--- src/pkg/lfs_map.svh ---
// constants of the lift fault supervisor: timing, codes, event positions, encoder check defaults
`ifndef LFS_MAP_SVH
`define LFS_MAP_SVH

// supervision tick
`define LFS_CLK_PERIOD_NS 10
`define LFS_TICK_NS 1000000
`define LFS_TICK_MS 1
`define LFS_TICK_CYCLES (`LFS_TICK_NS / `LFS_CLK_PERIOD_NS)

// feedback and watchdog times, in milliseconds, and their tick counts
`define LFS_BRAKE_A_MS 500
`define LFS_BRAKE_B_MS 2000
`define LFS_CONTACTOR_MS 400
`define LFS_DRIVE_WAIT_MS 500
`define LFS_BRAKE_A_TICKS (`LFS_BRAKE_A_MS / `LFS_TICK_MS)
`define LFS_BRAKE_B_TICKS (`LFS_BRAKE_B_MS / `LFS_TICK_MS)
`define LFS_CONTACTOR_TICKS (`LFS_CONTACTOR_MS / `LFS_TICK_MS)
`define LFS_DRIVE_WAIT_TICKS (`LFS_DRIVE_WAIT_MS / `LFS_TICK_MS)

// displayed fault codes
`define LFS_CODE_NONE 8'h00
`define LFS_CODE_DOOR 8'h02
`define LFS_CODE_DRIVE 8'h03
`define LFS_CODE_DIR 8'h04
`define LFS_CODE_BRAKE 8'h05
`define LFS_CODE_ZONE 8'h06
`define LFS_CODE_PULSE 8'h07
`define LFS_CODE_CONT 8'h09
`define LFS_CODE_SAFETY 8'h0a
`define LFS_CODE_LEVEL 8'h0b
`define LFS_CODE_TOP 8'h0c
`define LFS_CODE_BOTTOM 8'h0d
`define LFS_CODE_COUNT 8'h0e
`define LFS_CODE_NODRIVE 8'h11
`define LFS_CODE_FLOOR 8'h12

// event vector positions; 0..6 come from level conditions
`define LFS_EV_DOOR 0
`define LFS_EV_DRIVE 1
`define LFS_EV_SAFETY 2
`define LFS_EV_TOP 3
`define LFS_EV_BOTTOM 4
`define LFS_EV_FLOOR 5
`define LFS_EV_NODRIVE 6
`define LFS_EV_DIR 7
`define LFS_EV_BRAKE 8
`define LFS_EV_ZONE 9
`define LFS_EV_PULSE 10
`define LFS_EV_CONT 11
`define LFS_EV_LEVEL 12
`define LFS_EV_COUNT 13
`define LFS_NUM_COND 7
`define LFS_NUM_EV 14

// defaults of the encoder checks
`define LFS_PULSES_PER_FLOOR 1024
`define LFS_PULSE_TOL 32
`define LFS_DIR_ERR_PULSES 4
`define LFS_NUM_FLOORS 16

`endif

--- src/pkg/lfs_pkg.sv ---
// types of the lift fault supervisor
package lfs_pkg;

   typedef enum logic {RC_IDLE, RC_RUN} lfs_recal_t;

   typedef struct packed {
      logic [19:0] tick_cnt;
      logic [6:0] cond_q;
      logic run_q;
      logic [15:0] run_pulses;
      logic [15:0] floor_pulses;
      logic seen_floor;
      logic zone_q;
      logic zone_stuck;
      logic [3:0] dir_err;
      logic [11:0] drive_wait;
      logic [7:0] code;
      logic active;
      lfs_recal_t recal;
   } lfs_sup_st_t;

   typedef struct packed {
      logic [11:0] cnt;
      logic done;
      logic mis_q;
      logic fault;
   } lfs_mon_st_t;

endpackage

--- src/pkg/lfs_fb_if.sv ---
// link between the supervisor and one command/feedback monitor
`timescale 1ns/100ps
`default_nettype none
interface lfs_fb_if;
   logic tick;
   logic enable;
   logic drive;
   logic fb;
   logic fault;
   modport sup (output tick, output enable, output drive, output fb, input fault);
   modport mon (input tick, input enable, input drive, input fb, output fault);
endinterface
`default_nettype wire

--- src/verilog/lfs_fb_mon.sv ---
// command versus feedback monitor: late feedback and feedback without command
`timescale 1ns/100ps
`default_nettype none
module lfs_fb_mon
   import lfs_pkg::*;
#(
   parameter int unsigned TIMEOUT_TICKS = 500
) (
   // clock and synchronised reset
   input wire logic sys_clk,
   input wire logic rst_n,
   // supervisor side
   lfs_fb_if.mon mon
);
   import lfs_pkg::*;

   localparam logic [11:0] TO_M1 = 12'(TIMEOUT_TICKS - 1);

   if (TIMEOUT_TICKS < 1 || TIMEOUT_TICKS > 4095) begin : g_bad_timeout
      $error("timeout out of range of the tick counter");
   end

   lfs_mon_st_t st_ff;
   lfs_mon_st_t nxt_st;
   logic mis;

   // feedback showing while nothing is commanded
   assign mis = mon.enable && mon.fb && !mon.drive;

   always_comb begin
      nxt_st = st_ff;
      nxt_st.fault = 1'b0;
      if (!mon.drive || mon.fb || !mon.enable) begin
         nxt_st.cnt = '0;
         if (!mon.drive) begin
            nxt_st.done = 1'b0;
         end
      end else if (mon.tick && !st_ff.done) begin
         // one report per command; the counter parks until the command drops
         if (st_ff.cnt == TO_M1) begin
            nxt_st.fault = 1'b1;
            nxt_st.done = 1'b1;
         end else begin
            nxt_st.cnt = st_ff.cnt + 12'h001;
         end
      end
      if (mis && !st_ff.mis_q) begin
         nxt_st.fault = 1'b1;
      end
      nxt_st.mis_q = mis;
   end

   always_ff @(posedge sys_clk or negedge rst_n) begin
      if (!rst_n) begin
         st_ff <= '0;
      end else begin
         st_ff <= nxt_st;
      end
   end

   assign mon.fault = st_ff.fault;
endmodule
`default_nettype wire

--- src/verilog/lfs_supervisor.sv ---
// lift fault supervisor: watches hoistway, safety, brake, contactor and encoder
`timescale 1ns/100ps
`default_nettype none
`include "lfs_map.svh"
// Notes on behaviour
// - door interlock open while running gives 2
// - encoder direction against command gives 4
// - brake feedback late, 0.5/2 s, gives 5
// - brake feedback without release command gives 5
// - brake feedback checking can be switched off
// - leveling zone stuck whole run gives 6
// - too few encoder pulses in run gives 7
// - contactor feedback missing after 0.4 s gives 9
// - contactor feedback without drive gives 9
// - both safety inputs inactive gives 10
// - floor passed without leveling zone gives 11
// - top limit input inactive gives 12
// - bottom limit input inactive gives 13
// - floor count drift gives 14, recalibrate
// - no drive output after run command gives 17
// - invalid floor number gives 18, recalibrate
// - any drive internal fault gives 3
module lfs_supervisor
   import lfs_pkg::*;
#(
   parameter int unsigned TICK_CYCLES = `LFS_TICK_CYCLES,
   parameter int unsigned PULSES_PER_FLOOR = `LFS_PULSES_PER_FLOOR,
   parameter int unsigned PULSE_TOL = `LFS_PULSE_TOL,
   parameter int unsigned DIR_ERR_PULSES = `LFS_DIR_ERR_PULSES,
   parameter int unsigned NUM_FLOORS = `LFS_NUM_FLOORS
) (
   // clock and reset
   input wire logic sys_clk,
   input wire logic arst_n,
   // running state and commands
   input wire logic car_running,
   input wire logic run_cmd,
   input wire logic cmd_up,
   input wire logic drive_active_in,
   input wire logic drive_fault_in,
   // encoder
   input wire logic enc_pulse,
   input wire logic enc_dir_up,
   input wire logic [15:0] expected_pulses,
   // hoistway
   input wire logic door_lock_in,
   input wire logic level_switch_up,
   input wire logic level_switch_down,
   input wire logic top_limit_in,
   input wire logic bottom_limit_in,
   input wire logic bottom_floor_in,
   input wire logic [7:0] floor_number,
   // safety loop
   input wire logic safety_loop_in_a,
   input wire logic safety_loop_in_b,
   // brake and star-delta contactor
   input wire logic brake_release_out,
   input wire logic brake_feedback_a,
   input wire logic brake_feedback_b,
   input wire logic brake_fb_enable,
   input wire logic contactor_drive_out,
   input wire logic contactor_feedback_in,
   // display and recalibration
   input wire logic fault_clear,
   output logic [7:0] fault_code,
   output logic fault_active,
   output logic recal_req
);
   import lfs_pkg::*;

   // ----------------------------------------------------------------
   // constants and elaboration checks
   // ----------------------------------------------------------------
   localparam logic [19:0] TICK_M1 = 20'(TICK_CYCLES - 1);
   localparam logic [15:0] PPF = 16'(PULSES_PER_FLOOR);
   localparam logic [15:0] TOL = 16'(PULSE_TOL);
   localparam logic [15:0] MISS_M1 = 16'(PULSES_PER_FLOOR + PULSE_TOL - 1);
   localparam logic [3:0] DIR_M1 = 4'(DIR_ERR_PULSES - 1);
   localparam logic [7:0] FLOORS = 8'(NUM_FLOORS);
   localparam logic [11:0] DRV_TICKS = 12'(`LFS_DRIVE_WAIT_TICKS);

   if (TICK_CYCLES < 2 || TICK_CYCLES > 1048576) begin : g_bad_tick
      $error("tick divider out of range");
   end
   if (PULSES_PER_FLOOR + PULSE_TOL > 65535 || PULSE_TOL >= PULSES_PER_FLOOR)
   begin : g_bad_pulses
      $error("floor pulse window does not fit the counters");
   end
   if (DIR_ERR_PULSES < 1 || DIR_ERR_PULSES > 15) begin : g_bad_dir
      $error("direction filter out of range");
   end
   if (NUM_FLOORS < 2 || NUM_FLOORS > 255) begin : g_bad_floors
      $error("floor count out of range");
   end

   // ----------------------------------------------------------------
   // reset release
   // ----------------------------------------------------------------
   logic [1:0] rst_sync_ff;
   logic rst_n;

   always_ff @(posedge sys_clk or negedge arst_n) begin
      if (!arst_n) begin
         rst_sync_ff <= 2'h0;
      end else begin
         rst_sync_ff <= {rst_sync_ff[0], 1'b1};
      end
   end
   assign rst_n = rst_sync_ff[1];

   // ----------------------------------------------------------------
   // helpers
   // ----------------------------------------------------------------
   function automatic logic [15:0] sat_inc(input logic [15:0] v);
      sat_inc = (v == 16'hffff) ? v : v + 16'h0001;
   endfunction

   function automatic logic off_window(input logic [15:0] cnt);
      logic [15:0] diff;
      diff = (cnt > PPF) ? cnt - PPF : PPF - cnt;
      off_window = diff > TOL;
   endfunction

   // later positions win, so a simultaneous pair shows the higher one
   function automatic logic [7:0] pick_code(input logic [`LFS_NUM_EV-1:0] ev);
      logic [7:0] c;
      c = `LFS_CODE_NONE;
      for (int i = 0; i < `LFS_NUM_EV; i++) begin
         if (ev[i]) begin
            case (i)
               `LFS_EV_DOOR: c = `LFS_CODE_DOOR;
               `LFS_EV_DRIVE: c = `LFS_CODE_DRIVE;
               `LFS_EV_SAFETY: c = `LFS_CODE_SAFETY;
               `LFS_EV_TOP: c = `LFS_CODE_TOP;
               `LFS_EV_BOTTOM: c = `LFS_CODE_BOTTOM;
               `LFS_EV_FLOOR: c = `LFS_CODE_FLOOR;
               `LFS_EV_NODRIVE: c = `LFS_CODE_NODRIVE;
               `LFS_EV_DIR: c = `LFS_CODE_DIR;
               `LFS_EV_BRAKE: c = `LFS_CODE_BRAKE;
               `LFS_EV_ZONE: c = `LFS_CODE_ZONE;
               `LFS_EV_PULSE: c = `LFS_CODE_PULSE;
               `LFS_EV_CONT: c = `LFS_CODE_CONT;
               `LFS_EV_LEVEL: c = `LFS_CODE_LEVEL;
               `LFS_EV_COUNT: c = `LFS_CODE_COUNT;
               default: c = `LFS_CODE_NONE;
            endcase
         end
      end
      pick_code = c;
   endfunction

   // ----------------------------------------------------------------
   // state and feedback monitors
   // ----------------------------------------------------------------
   lfs_sup_st_t st_ff;
   lfs_sup_st_t nxt_st;
   logic tick;
   logic zone;
   logic zone_rise;
   logic run_start;
   logic run_end;
   logic wrong_dir;
   logic [`LFS_NUM_COND-1:0] cond;
   logic [`LFS_NUM_EV-1:0] ev;

   lfs_fb_if brk_a ();
   lfs_fb_if brk_b ();
   lfs_fb_if cont ();

   assign brk_a.tick = tick;
   assign brk_a.enable = brake_fb_enable;
   assign brk_a.drive = brake_release_out;
   assign brk_a.fb = brake_feedback_a;
   assign brk_b.tick = tick;
   assign brk_b.enable = brake_fb_enable;
   assign brk_b.drive = brake_release_out;
   assign brk_b.fb = brake_feedback_b;
   // no switch-off for the contactor check
   assign cont.tick = tick;
   assign cont.enable = 1'b1;
   assign cont.drive = contactor_drive_out;
   assign cont.fb = contactor_feedback_in;

   lfs_fb_mon #(.TIMEOUT_TICKS(`LFS_BRAKE_A_TICKS)) u_brk_a (
      .sys_clk(sys_clk),
      .rst_n(rst_n),
      .mon(brk_a.mon)
   );
   lfs_fb_mon #(.TIMEOUT_TICKS(`LFS_BRAKE_B_TICKS)) u_brk_b (
      .sys_clk(sys_clk),
      .rst_n(rst_n),
      .mon(brk_b.mon)
   );
   lfs_fb_mon #(.TIMEOUT_TICKS(`LFS_CONTACTOR_TICKS)) u_cont (
      .sys_clk(sys_clk),
      .rst_n(rst_n),
      .mon(cont.mon)
   );

   // ----------------------------------------------------------------
   // fault detection
   // ----------------------------------------------------------------
   assign tick = st_ff.tick_cnt == TICK_M1;
   assign zone = level_switch_up && level_switch_down;
   assign zone_rise = car_running && zone && !st_ff.zone_q;
   assign run_start = car_running && !st_ff.run_q;
   assign run_end = st_ff.run_q && !car_running;
   assign wrong_dir = car_running && enc_pulse && (enc_dir_up != cmd_up);

   // level conditions report once, on their leading edge
   assign cond[`LFS_EV_DOOR] = car_running && !door_lock_in;
   assign cond[`LFS_EV_DRIVE] = drive_fault_in;
   assign cond[`LFS_EV_SAFETY] = !safety_loop_in_a && !safety_loop_in_b;
   assign cond[`LFS_EV_TOP] = !top_limit_in;
   assign cond[`LFS_EV_BOTTOM] = !bottom_limit_in;
   assign cond[`LFS_EV_FLOOR] = floor_number >= FLOORS;
   assign cond[`LFS_EV_NODRIVE] = st_ff.drive_wait == DRV_TICKS;

   assign ev[`LFS_NUM_COND-1:0] = cond & ~st_ff.cond_q;
   assign ev[`LFS_EV_DIR] = wrong_dir && st_ff.dir_err == DIR_M1;
   assign ev[`LFS_EV_BRAKE] = brk_a.fault || brk_b.fault;
   assign ev[`LFS_EV_ZONE] = run_end && st_ff.zone_stuck;
   assign ev[`LFS_EV_PULSE] = run_end && st_ff.run_pulses < expected_pulses;
   assign ev[`LFS_EV_CONT] = cont.fault;
   assign ev[`LFS_EV_LEVEL] = car_running && enc_pulse && !zone_rise
      && st_ff.floor_pulses == MISS_M1;
   assign ev[`LFS_EV_COUNT] = zone_rise && st_ff.seen_floor
      && off_window(st_ff.floor_pulses);

   // ----------------------------------------------------------------
   // next state
   // ----------------------------------------------------------------
   always_comb begin
      nxt_st = st_ff;
      nxt_st.tick_cnt = tick ? 20'h0_0000 : st_ff.tick_cnt + 20'h0_0001;
      nxt_st.cond_q = cond;
      nxt_st.run_q = car_running;
      nxt_st.zone_q = zone;

      // pulses per run and per floor
      if (run_start) begin
         nxt_st.run_pulses = 16'h0000;
      end else if (car_running && enc_pulse) begin
         nxt_st.run_pulses = sat_inc(st_ff.run_pulses);
      end
      if (run_start || zone_rise) begin
         nxt_st.floor_pulses = 16'h0000;
      end else if (car_running && enc_pulse) begin
         nxt_st.floor_pulses = sat_inc(st_ff.floor_pulses);
      end
      // first floor interval of a run starts mid-zone, so it is not measured
      if (run_start) begin
         nxt_st.seen_floor = 1'b0;
      end else if (zone_rise) begin
         nxt_st.seen_floor = 1'b1;
      end
      if (run_start) begin
         nxt_st.zone_stuck = zone;
      end else if (car_running && !zone) begin
         nxt_st.zone_stuck = 1'b0;
      end

      // a few consecutive wrong pulses during a run filter encoder jitter
      if (!car_running) begin
         nxt_st.dir_err = 4'h0;
      end else if (car_running && enc_pulse) begin
         if (!wrong_dir) begin
            nxt_st.dir_err = 4'h0;
         end else if (st_ff.dir_err != DIR_M1 + 4'h1) begin
            nxt_st.dir_err = st_ff.dir_err + 4'h1;
         end
      end

      // run command without drive answer
      if (!run_cmd || drive_active_in) begin
         nxt_st.drive_wait = 12'h000;
      end else if (tick && st_ff.drive_wait != DRV_TICKS) begin
         nxt_st.drive_wait = st_ff.drive_wait + 12'h001;
      end

      // display latch: a new fault beats a clear in the same cycle
      if (|ev) begin
         nxt_st.code = pick_code(ev);
         nxt_st.active = 1'b1;
      end else if (fault_clear) begin
         nxt_st.code = `LFS_CODE_NONE;
         nxt_st.active = 1'b0;
      end

      // recalibration run to the bottom floor at inspection speed
      case (st_ff.recal)
         RC_IDLE: begin
            if (ev[`LFS_EV_COUNT] || ev[`LFS_EV_FLOOR]) begin
               nxt_st.recal = RC_RUN;
            end
         end
         RC_RUN: begin
            // a fresh floor fault at the bottom keeps the run requested
            if (bottom_floor_in && !car_running && !ev[`LFS_EV_COUNT] && !ev[`LFS_EV_FLOOR]) begin
               nxt_st.recal = RC_IDLE;
            end
         end
         default: nxt_st.recal = RC_IDLE;
      endcase
   end

   always_ff @(posedge sys_clk or negedge rst_n) begin
      if (!rst_n) begin
         st_ff <= '0;
      end else begin
         st_ff <= nxt_st;
      end
   end

   assign fault_code = st_ff.code;
   assign fault_active = st_ff.active;
   assign recal_req = st_ff.recal == RC_RUN;
endmodule
`default_nettype wire
--- config.mk ---
export PLATFORM = sky130hd
export DESIGN_NAME = lfs_supervisor
export DESIGN_NICKNAME = d
export VERILOG_FILES = /design/src/pkg/lfs_pkg.sv /design/src/pkg/lfs_fb_if.sv /design/src/verilog/lfs_fb_mon.sv /design/src/verilog/lfs_supervisor.sv
export VERILOG_INCLUDE_DIRS = /design/src /design/src/pkg
export SDC_FILE = /design/constraint.sdc
export NUM_CORES = 1
export LEC_CHECK = 0
export BUFFER_PORTS_ARGS = -buffer_cell sky130_fd_sc_hd__buf_2
export CORE_MARGIN = 2
export CORE_UTILIZATION = 50
export CTS_CLUSTER_SIZE = 30
export DETAILED_ROUTE_END_ITERATION = 16
export GPL_ROUTABILITY_DRIVEN = 0
export PLACE_DENSITY_LB_ADDON = 0.1
export SLEW_MARGIN = 40
export SYNTH_ARGS = -nofsm -noshare
export SYNTH_HDL_FRONTEND = slang
export SYNTH_SLANG_ARGS = --single-unit
--- constraint.sdc ---
create_clock -name sys_clk -period 5.7 [get_ports sys_clk]
set_input_delay 0 -clock sys_clk [delete_from_list [all_inputs] [get_ports sys_clk]]
set_output_delay 0 -clock sys_clk [all_outputs]
set_load 0.03 [all_outputs]
==> impl_metrics.json, run 1 <==
{
  "tightest_slew_ns": 0.730,
  "diodes": 0,
  "fin_skew_ns": 0.00871,
  "cp_slowest_stage_delay_ns": 0.53,
  "criticalPathCategory": "reg2reg",
  "place_area_mm2": 0.00777,
  "syn_to_final_growth_pct": 15.5,
  "syn_area_per_cell_um2": 9.04,
  "fin_area_mm2": 0.00858,
  "path_max_fanout": 7,
  "grt_pass1_wl_um": 27500,
  "die_area_mm2": 0.0158,
  "ys_seq_area_share_pct": 44.8,
  "rsz0062_at_grt": "false",
  "fin_crit_ns": 2.92,
  "drv_cap": 0,
  "drive_gt1_share_pct": 11.5,
  "met3_usage_pct": 5.23,
  "critical_path.slowest_cell": "or4b_1",
  "clockRootBuffer": "clkbuf_16",
  "final_common_cell": "dfrtp_1",
  "netlist_area_mm2": 0.00743,
  "nNetsFinal": 962,
  "worst_setup_path_start_kind": "register",
  "start_util_pct": 51.1,
  "end_kind": "register",
  "finalHoldViolCount": 0,
  "grt.met2_usage_pct": 36.0,
  "synth_edf_count": 0,
  "ant_nets": 0,
  "slew_violations": 0,
  "globalRouteMet1Util_pct": 26.8,
  "yosysTopAreaCell": "dfrtp_1",
  "drc": 0,
  "core_mm2": 0.0145,
  "antenna_found_initial": 0,
  "clkSinkCount": 133,
  "dieWidth_um": 126,
  "crit_required_ns": 5.99,
  "layout_common_cells": "dfrtp_1 (132), nor2_1 (111), nand2_1 (67), buf_2 (50), inv_1 (48)",
  "dpl.hpwl_um": 11200,
  "max-vdd-ir-drop_uv": 212,
  "cp.arrival_ns": 3.21,
  "drtIter0Drc": 369,
  "first_global_vias": 6019,
  "netlist_instances": 821,
  "hold_path_class": "in2reg",
  "drt-pass1-iter-count": 5,
  "dpl.cell_count": 1025,
  "async_flop_share_pct": 100,
  "grt_max_degree": 83,
  "powerDensity_mw_per_mm2": 261,
  "slew_headroom_pct": 51.3,
  "routed_wl_um": 15700,
  "clock_latency_ns": 0.42,
  "vias": 6040,
  "finalSetupViolCount": 0,
  "rows": 44,
  "overflow": 0,
  "fin_crit_sh_pct": 51.3,
  "postCtsSetupBuffers": 0,
  "synth_area_leaders": "dfrtp_1 (45%), nor2_1 (5.6%), ha_1 (5.2%)",
  "wire_per_inst_um": 14.6,
  "synthFlopType": "dfrtp_1",
  "status": "finished, final reports clean",
  "p_leak_nw": 3.81,
  "fmax_ghz": 0.342,
  "cts_buffers": 17,
  "die_h_um": 126,
  "cp_cell_sequence": "inv_1, ha_1, or4b_1, nor3_1, o21ai_0, o31a_1, a2111oi_4, a41o_2, o211ai_1",
  "fin_cells": 1080,
  "synth_cell_types": 65,
  "port_buffers": 50,
  "synth_seq_cells": 133,
  "grt_busiest_layer": "met2",
  "num_io_pins": 58,
  "grt_usage_pct": 21.0,
  "cts_max_level": 4,
  "synth-warning-count": 0,
  "fin_util_pct": 59.0,
  "cts.clk_slew.worst_paths_ns": 0.06,
  "synth_top_cell_area_share_pct": 44.8,
  "viasPerCell": 5.59,
  "tns_ns": 0,
  "cts_tree": "yes",
  "clockBufferDepth": 2
}
-- area by class of cell --
| class | instances | area, um2 |
|---|---|---|
| Fill cell | 1309 | 5950 |
| Clock inverter | 10 | 96.3 |
| Timing Repair Buffer | 75 | 499 |
| Sequential cell | 133 | 3330 |
| Tap cell | 184 | 230 |
| Inverter | 48 | 180 |
| Clock buffer | 22 | 474 |
| Multi-Input combinational cell | 608 | 3770 |
-- what timing repair did --
item	in CTS	in global routing
resized for setup	0	0
hold endpoints to repair	28	0
hold buffers	23	0
-- where the power goes --
part / internal [W] / switching, W
sequential: 0.000966 / 0.0000260
combinational: 0.0000847 / 0.000116
clock: 0.000636 / 0.000414
-- path summary, 6_finish.rpt --
kind | start | slack, ns | cells after the start | to
max | st_ff[29] | 2.78 | 9 | fault_code[2]
min | brake_fb_enable | 0.03 | 5 | u_brk_a.st_ff[4]
max reg2reg | st_ff[29] | 2.78 | 9 | fault_code[2]
min reg2reg | rst_sync_ff[0] | 0.35 | 0 | rst_sync_ff[1]
max in group asynchronous | rst_sync_ff[1] | 4.19 | 1 | st_ff[44]
min in group asynchronous | rst_sync_ff[1] | 0.36 | 0 | st_ff[14]
-- critical path: cells and delay by family (launching register included) --
kind	cells	cell delay (ns)
simple gates	2	0.85
fa+ha+maj	1	0.19
flops	1	0.42
compound gates	5	1.23
buf+inv	1	0.10
-- routing by layer --
layer  share of wire (%)  wire length [um]  vias to the layer above
li1                    -                 -                     2981
met1                  46              7210                     2951
met2                  50              7920                       96
met3                 3.2               499                       12
met4                0.64               100                        0
met5                   0                 0                        -
-- cell families after synthesis --
family / after synthesis / share of synthesized area, %
buffers and inverters: 82 / 4.77
other: 2 / 0.101
flip-flops: 133 / 44.8
XOR/XNOR: 74 / 8.73
adder cells (fa/ha/maj): 31 / 5.22
AND/OR/NAND/NOR: 378 / 25.4
AO/OA/AOI/OAI: 119 / 10.7
multiplexers: 2 / 0.270
-- synth_stat cells (4+ instances only) --
master     instances
dfrtp_1          133
nor2_1           111
nand2_1           67
inv_1             48
nand3_1           43
xnor2_1           42
nor3_1            38
a21oi_1           35
xor2_1            32
ha_1              31
o21ai_0           31
clkbuf_1          23
nand4_1           21
or3_1             19
nor4_1            17
and3_1            11
nand2b_1          11
and4_1             8
buf_4              8
or4_1              7
a21o_1             6
and2_1             5
or2_2              5
a211oi_1           4
o2111ai_1          4
-- flip-flops by register name, summed over array words and instances, names as in the netlist --
signal,cells
st_ff,79
u_brk_a.st_ff,14
u_brk_b.st_ff,14
u_cont.st_ff,14
fault_code,5
rst_sync_ff,2
fault_active,1
recal_req,1
u_brk_a.mon.fault,1
u_brk_b.mon.fault,1
u_cont.mon.fault,1
-- metrics by stage --
step | hold WS [ns] | power, W | worst slack [ns]
2_1_floorplan | -0.296 | 0.00115 | 1.72
3_3_place_gp | -0.213 | 0.00119 | 2.82
3_5_place_dp | -0.210 | 0.00120 | 2.77
4_1_cts | 0.00653 | 0.00227 | 2.76
5_1_grt | 0.0273 | 0.00234 | 2.61
6_report | 0.0271 | 0.00224 | 2.78
(Power assumes the default switching activity.)
==> run 2, diff against run 1 <==
==> constraint.sdc (replaced) <==
create_clock -name sys_clk -period 2.8 [get_ports sys_clk]
set_input_delay 0 -clock sys_clk [delete_from_list [all_inputs] [get_ports sys_clk]]
set_output_delay 0 -clock sys_clk [all_outputs]
set_load 0.03 [all_outputs]
==> run 2 against run 1 <==
  * Die area unchanged
  * Critical path depth unchanged
  * Sequential power up 100%
  * Global-route usage up 0.15 points
  * Worst setup slack worse by 2.6 ns
  * Maximum frequency up 10%
  * Core utilization up 2.2 points
  * Highest routed layer unchanged
==> impl_metrics.json, run 2 (same netlist as run 1, synthesis figures left out) <==
{
  "highest_layer": "met4",
  "grt_max_degree": 56,
  "fin_crit_ns": 2.66,
  "clockBufferDepth": 2,
  "cts_buffers": 17,
  "path_max_fanout": 7,
  "clock_latency_ns": 0.42,
  "nNetsFinal": 994,
  "drc": 0,
  "met1_length_um": 7330,
  "cts_tree": "yes",
  "grt_usage_pct": 21.1,
  "viasPerCell": 5.58,
  "criticalPathCategory": "reg2reg",
  "dieWidth_um": 126,
  "p_leak_nw": 3.99,
  "syn_to_final_growth_pct": 19.8,
  "place_area_mm2": 0.00800,
  "fin_area_mm2": 0.00890,
  "postCtsSetupBuffers": 0,
  "tightest_slew_ns": 0.743,
  "grt_pass1_wl_um": 27600,
  "finalSetupViolCount": 0,
  "routed_wl_um": 16200,
  "rows": 44,
  "dpl_worst_slack_ns": -0.0187,
  "clockRootBuffer": "clkbuf_16",
  "fin_crit_sh_pct": 94.8,
  "power_w": 0.00477,
  "die_h_um": 126,
  "overflow": 0,
  "met3_length_um": 545,
  "worst_setup_path_start_kind": "register",
  "cp.arrival_ns": 2.96,
  "drtIter0Drc": 372,
  "num_io_pins": 58,
  "start_util_pct": 51.1,
  "dpl.hpwl_um": 11600,
  "core_mm2": 0.0145,
  "cts_max_level": 4,
  "fmax_ghz": 0.377,
  "slew_headroom_pct": 50.1,
  "powerDensity_mw_per_mm2": 536,
  "rsz0062_at_grt": "false",
  "vias": 6210,
  "slew_violations": 0,
  "setup_slack_ns": 0.145,
  "drt-pass1-iter-count": 5,
  "end_kind": "register",
  "crit_required_ns": 3.10,
  "finalHoldViolCount": 0,
  "hold_path_class": "in2reg",
  "clkSinkCount": 133,
  "first_global_vias": 6049,
  "wl_met2_um": 8090,
  "layout_common_cells": "dfrtp_1 (132), nor2_1 (110), nand2_1 (67), buf_2 (50), inv_1 (48)",
  "drv_cap": 0,
  "status": "finished, final reports clean",
  "port_buffers": 50,
  "fin_skew_ns": 0.00735,
  "drive_gt1_share_pct": 14.7,
  "die_area_mm2": 0.0158,
  "wire_per_inst_um": 14.6,
  "final_common_cell": "dfrtp_1",
  "tns_ns": 0,
  "ant_nets": 0,
  "max-vdd-ir-drop_uv": 368,
  "largest_reg_flops": 79,
  "max_flop_register": "st_ff",
  "antenna_found_initial": 0,
  "diodes": 0,
  "cts.clk_slew.worst_paths_ns": 0.06
}
run 2: cell count changes in the layout (fill, tap and decap cells not counted), sizes merged:
| cell | before | now |
|---|---|---|
| buf | 52 | 83 |
| bufinv | 1 | 3 |
| clkinvlp | 4 | 3 |
| dlygate4sd3 | 23 | 24 |
| inv | 50 | 52 |
| clkbuf | 22 | 19 |
run 2: stage by stage:
stage | hold WS (ns) | utilization (%) | std cells
after global routing | 0.0517 | 61.2 | 1112
after detailed placement | -0.215 | 55.0 | 1055
final | 0.0208 | 61.2 | 1112
after global placement | -0.214 | 55.0 | 1055
after CTS | 0.0132 | 60.9 | 1111
after floorplan | -0.296 | - | 823
run 2: path summary, 6_finish.rpt:
path | slack [ns] | end | depth (start not counted) | from
setup / recovery | 0.14 | fault_code[0] | 9 | st_ff[30]
hold / removal | 0.02 | u_brk_a.st_ff[4] | 5 | brake_fb_enable
setup reg to reg | 0.14 | fault_code[0] | 9 | st_ff[30]
hold reg to reg | 0.26 | u_brk_b.st_ff[11] | 0 | rst_sync_ff[1]
max in group asynchronous | 1.92 | u_brk_a.st_ff[9] | 1 | rst_sync_ff[1]
min in group asynchronous | 0.26 | u_brk_b.st_ff[11] | 0 | rst_sync_ff[1]
run 2: layer usage:
layer,track usage (%),vias to the layer above
met3,4.46,22
met1,27.1,3030
li1,-,3049
met4,6.53,0
met5,0,-
met2,36.1,109
run 2: power breakdown:
part           leakage [nW]  internal (W)  switching, W
Combinational          1.91      0.000195      0.000258
Clock                 0.291       0.00144      0.000868
Sequential             1.80       0.00197     0.0000442
Total                  3.99       0.00360       0.00117
run 2: layout make-up:
cell class / count / area, um2
inverter: 48 / 180
fill: 1284 / 5640
clock inverter: 13 / 170
multi-input combinational: 608 / 3780
tap: 184 / 230
clock buffer: 19 / 443
sequential: 133 / 3330
timing repair buffer: 107 / 763
run 2: worst max-delay path, stage by stage, from the launching register on:
cell	delay, ns
dfrtp_1	0.41
inv_1	0.11
ha_1	0.16
or4b_4	0.51
o31a_2	0.36
nor3_1	0.22
xnor2_1	0.09
a31o_2	0.22
a41o_2	0.30
and2_1	0.16
run 2: timing repair:
item / 4_1_cts / 5_1_grt
hold buffers: 24 / 0
hold endpoints to repair: 26 / 0
pin swaps: 0 / 1
resized for setup: 1 / 6
endpoints found under the setup margin: 6 / 7
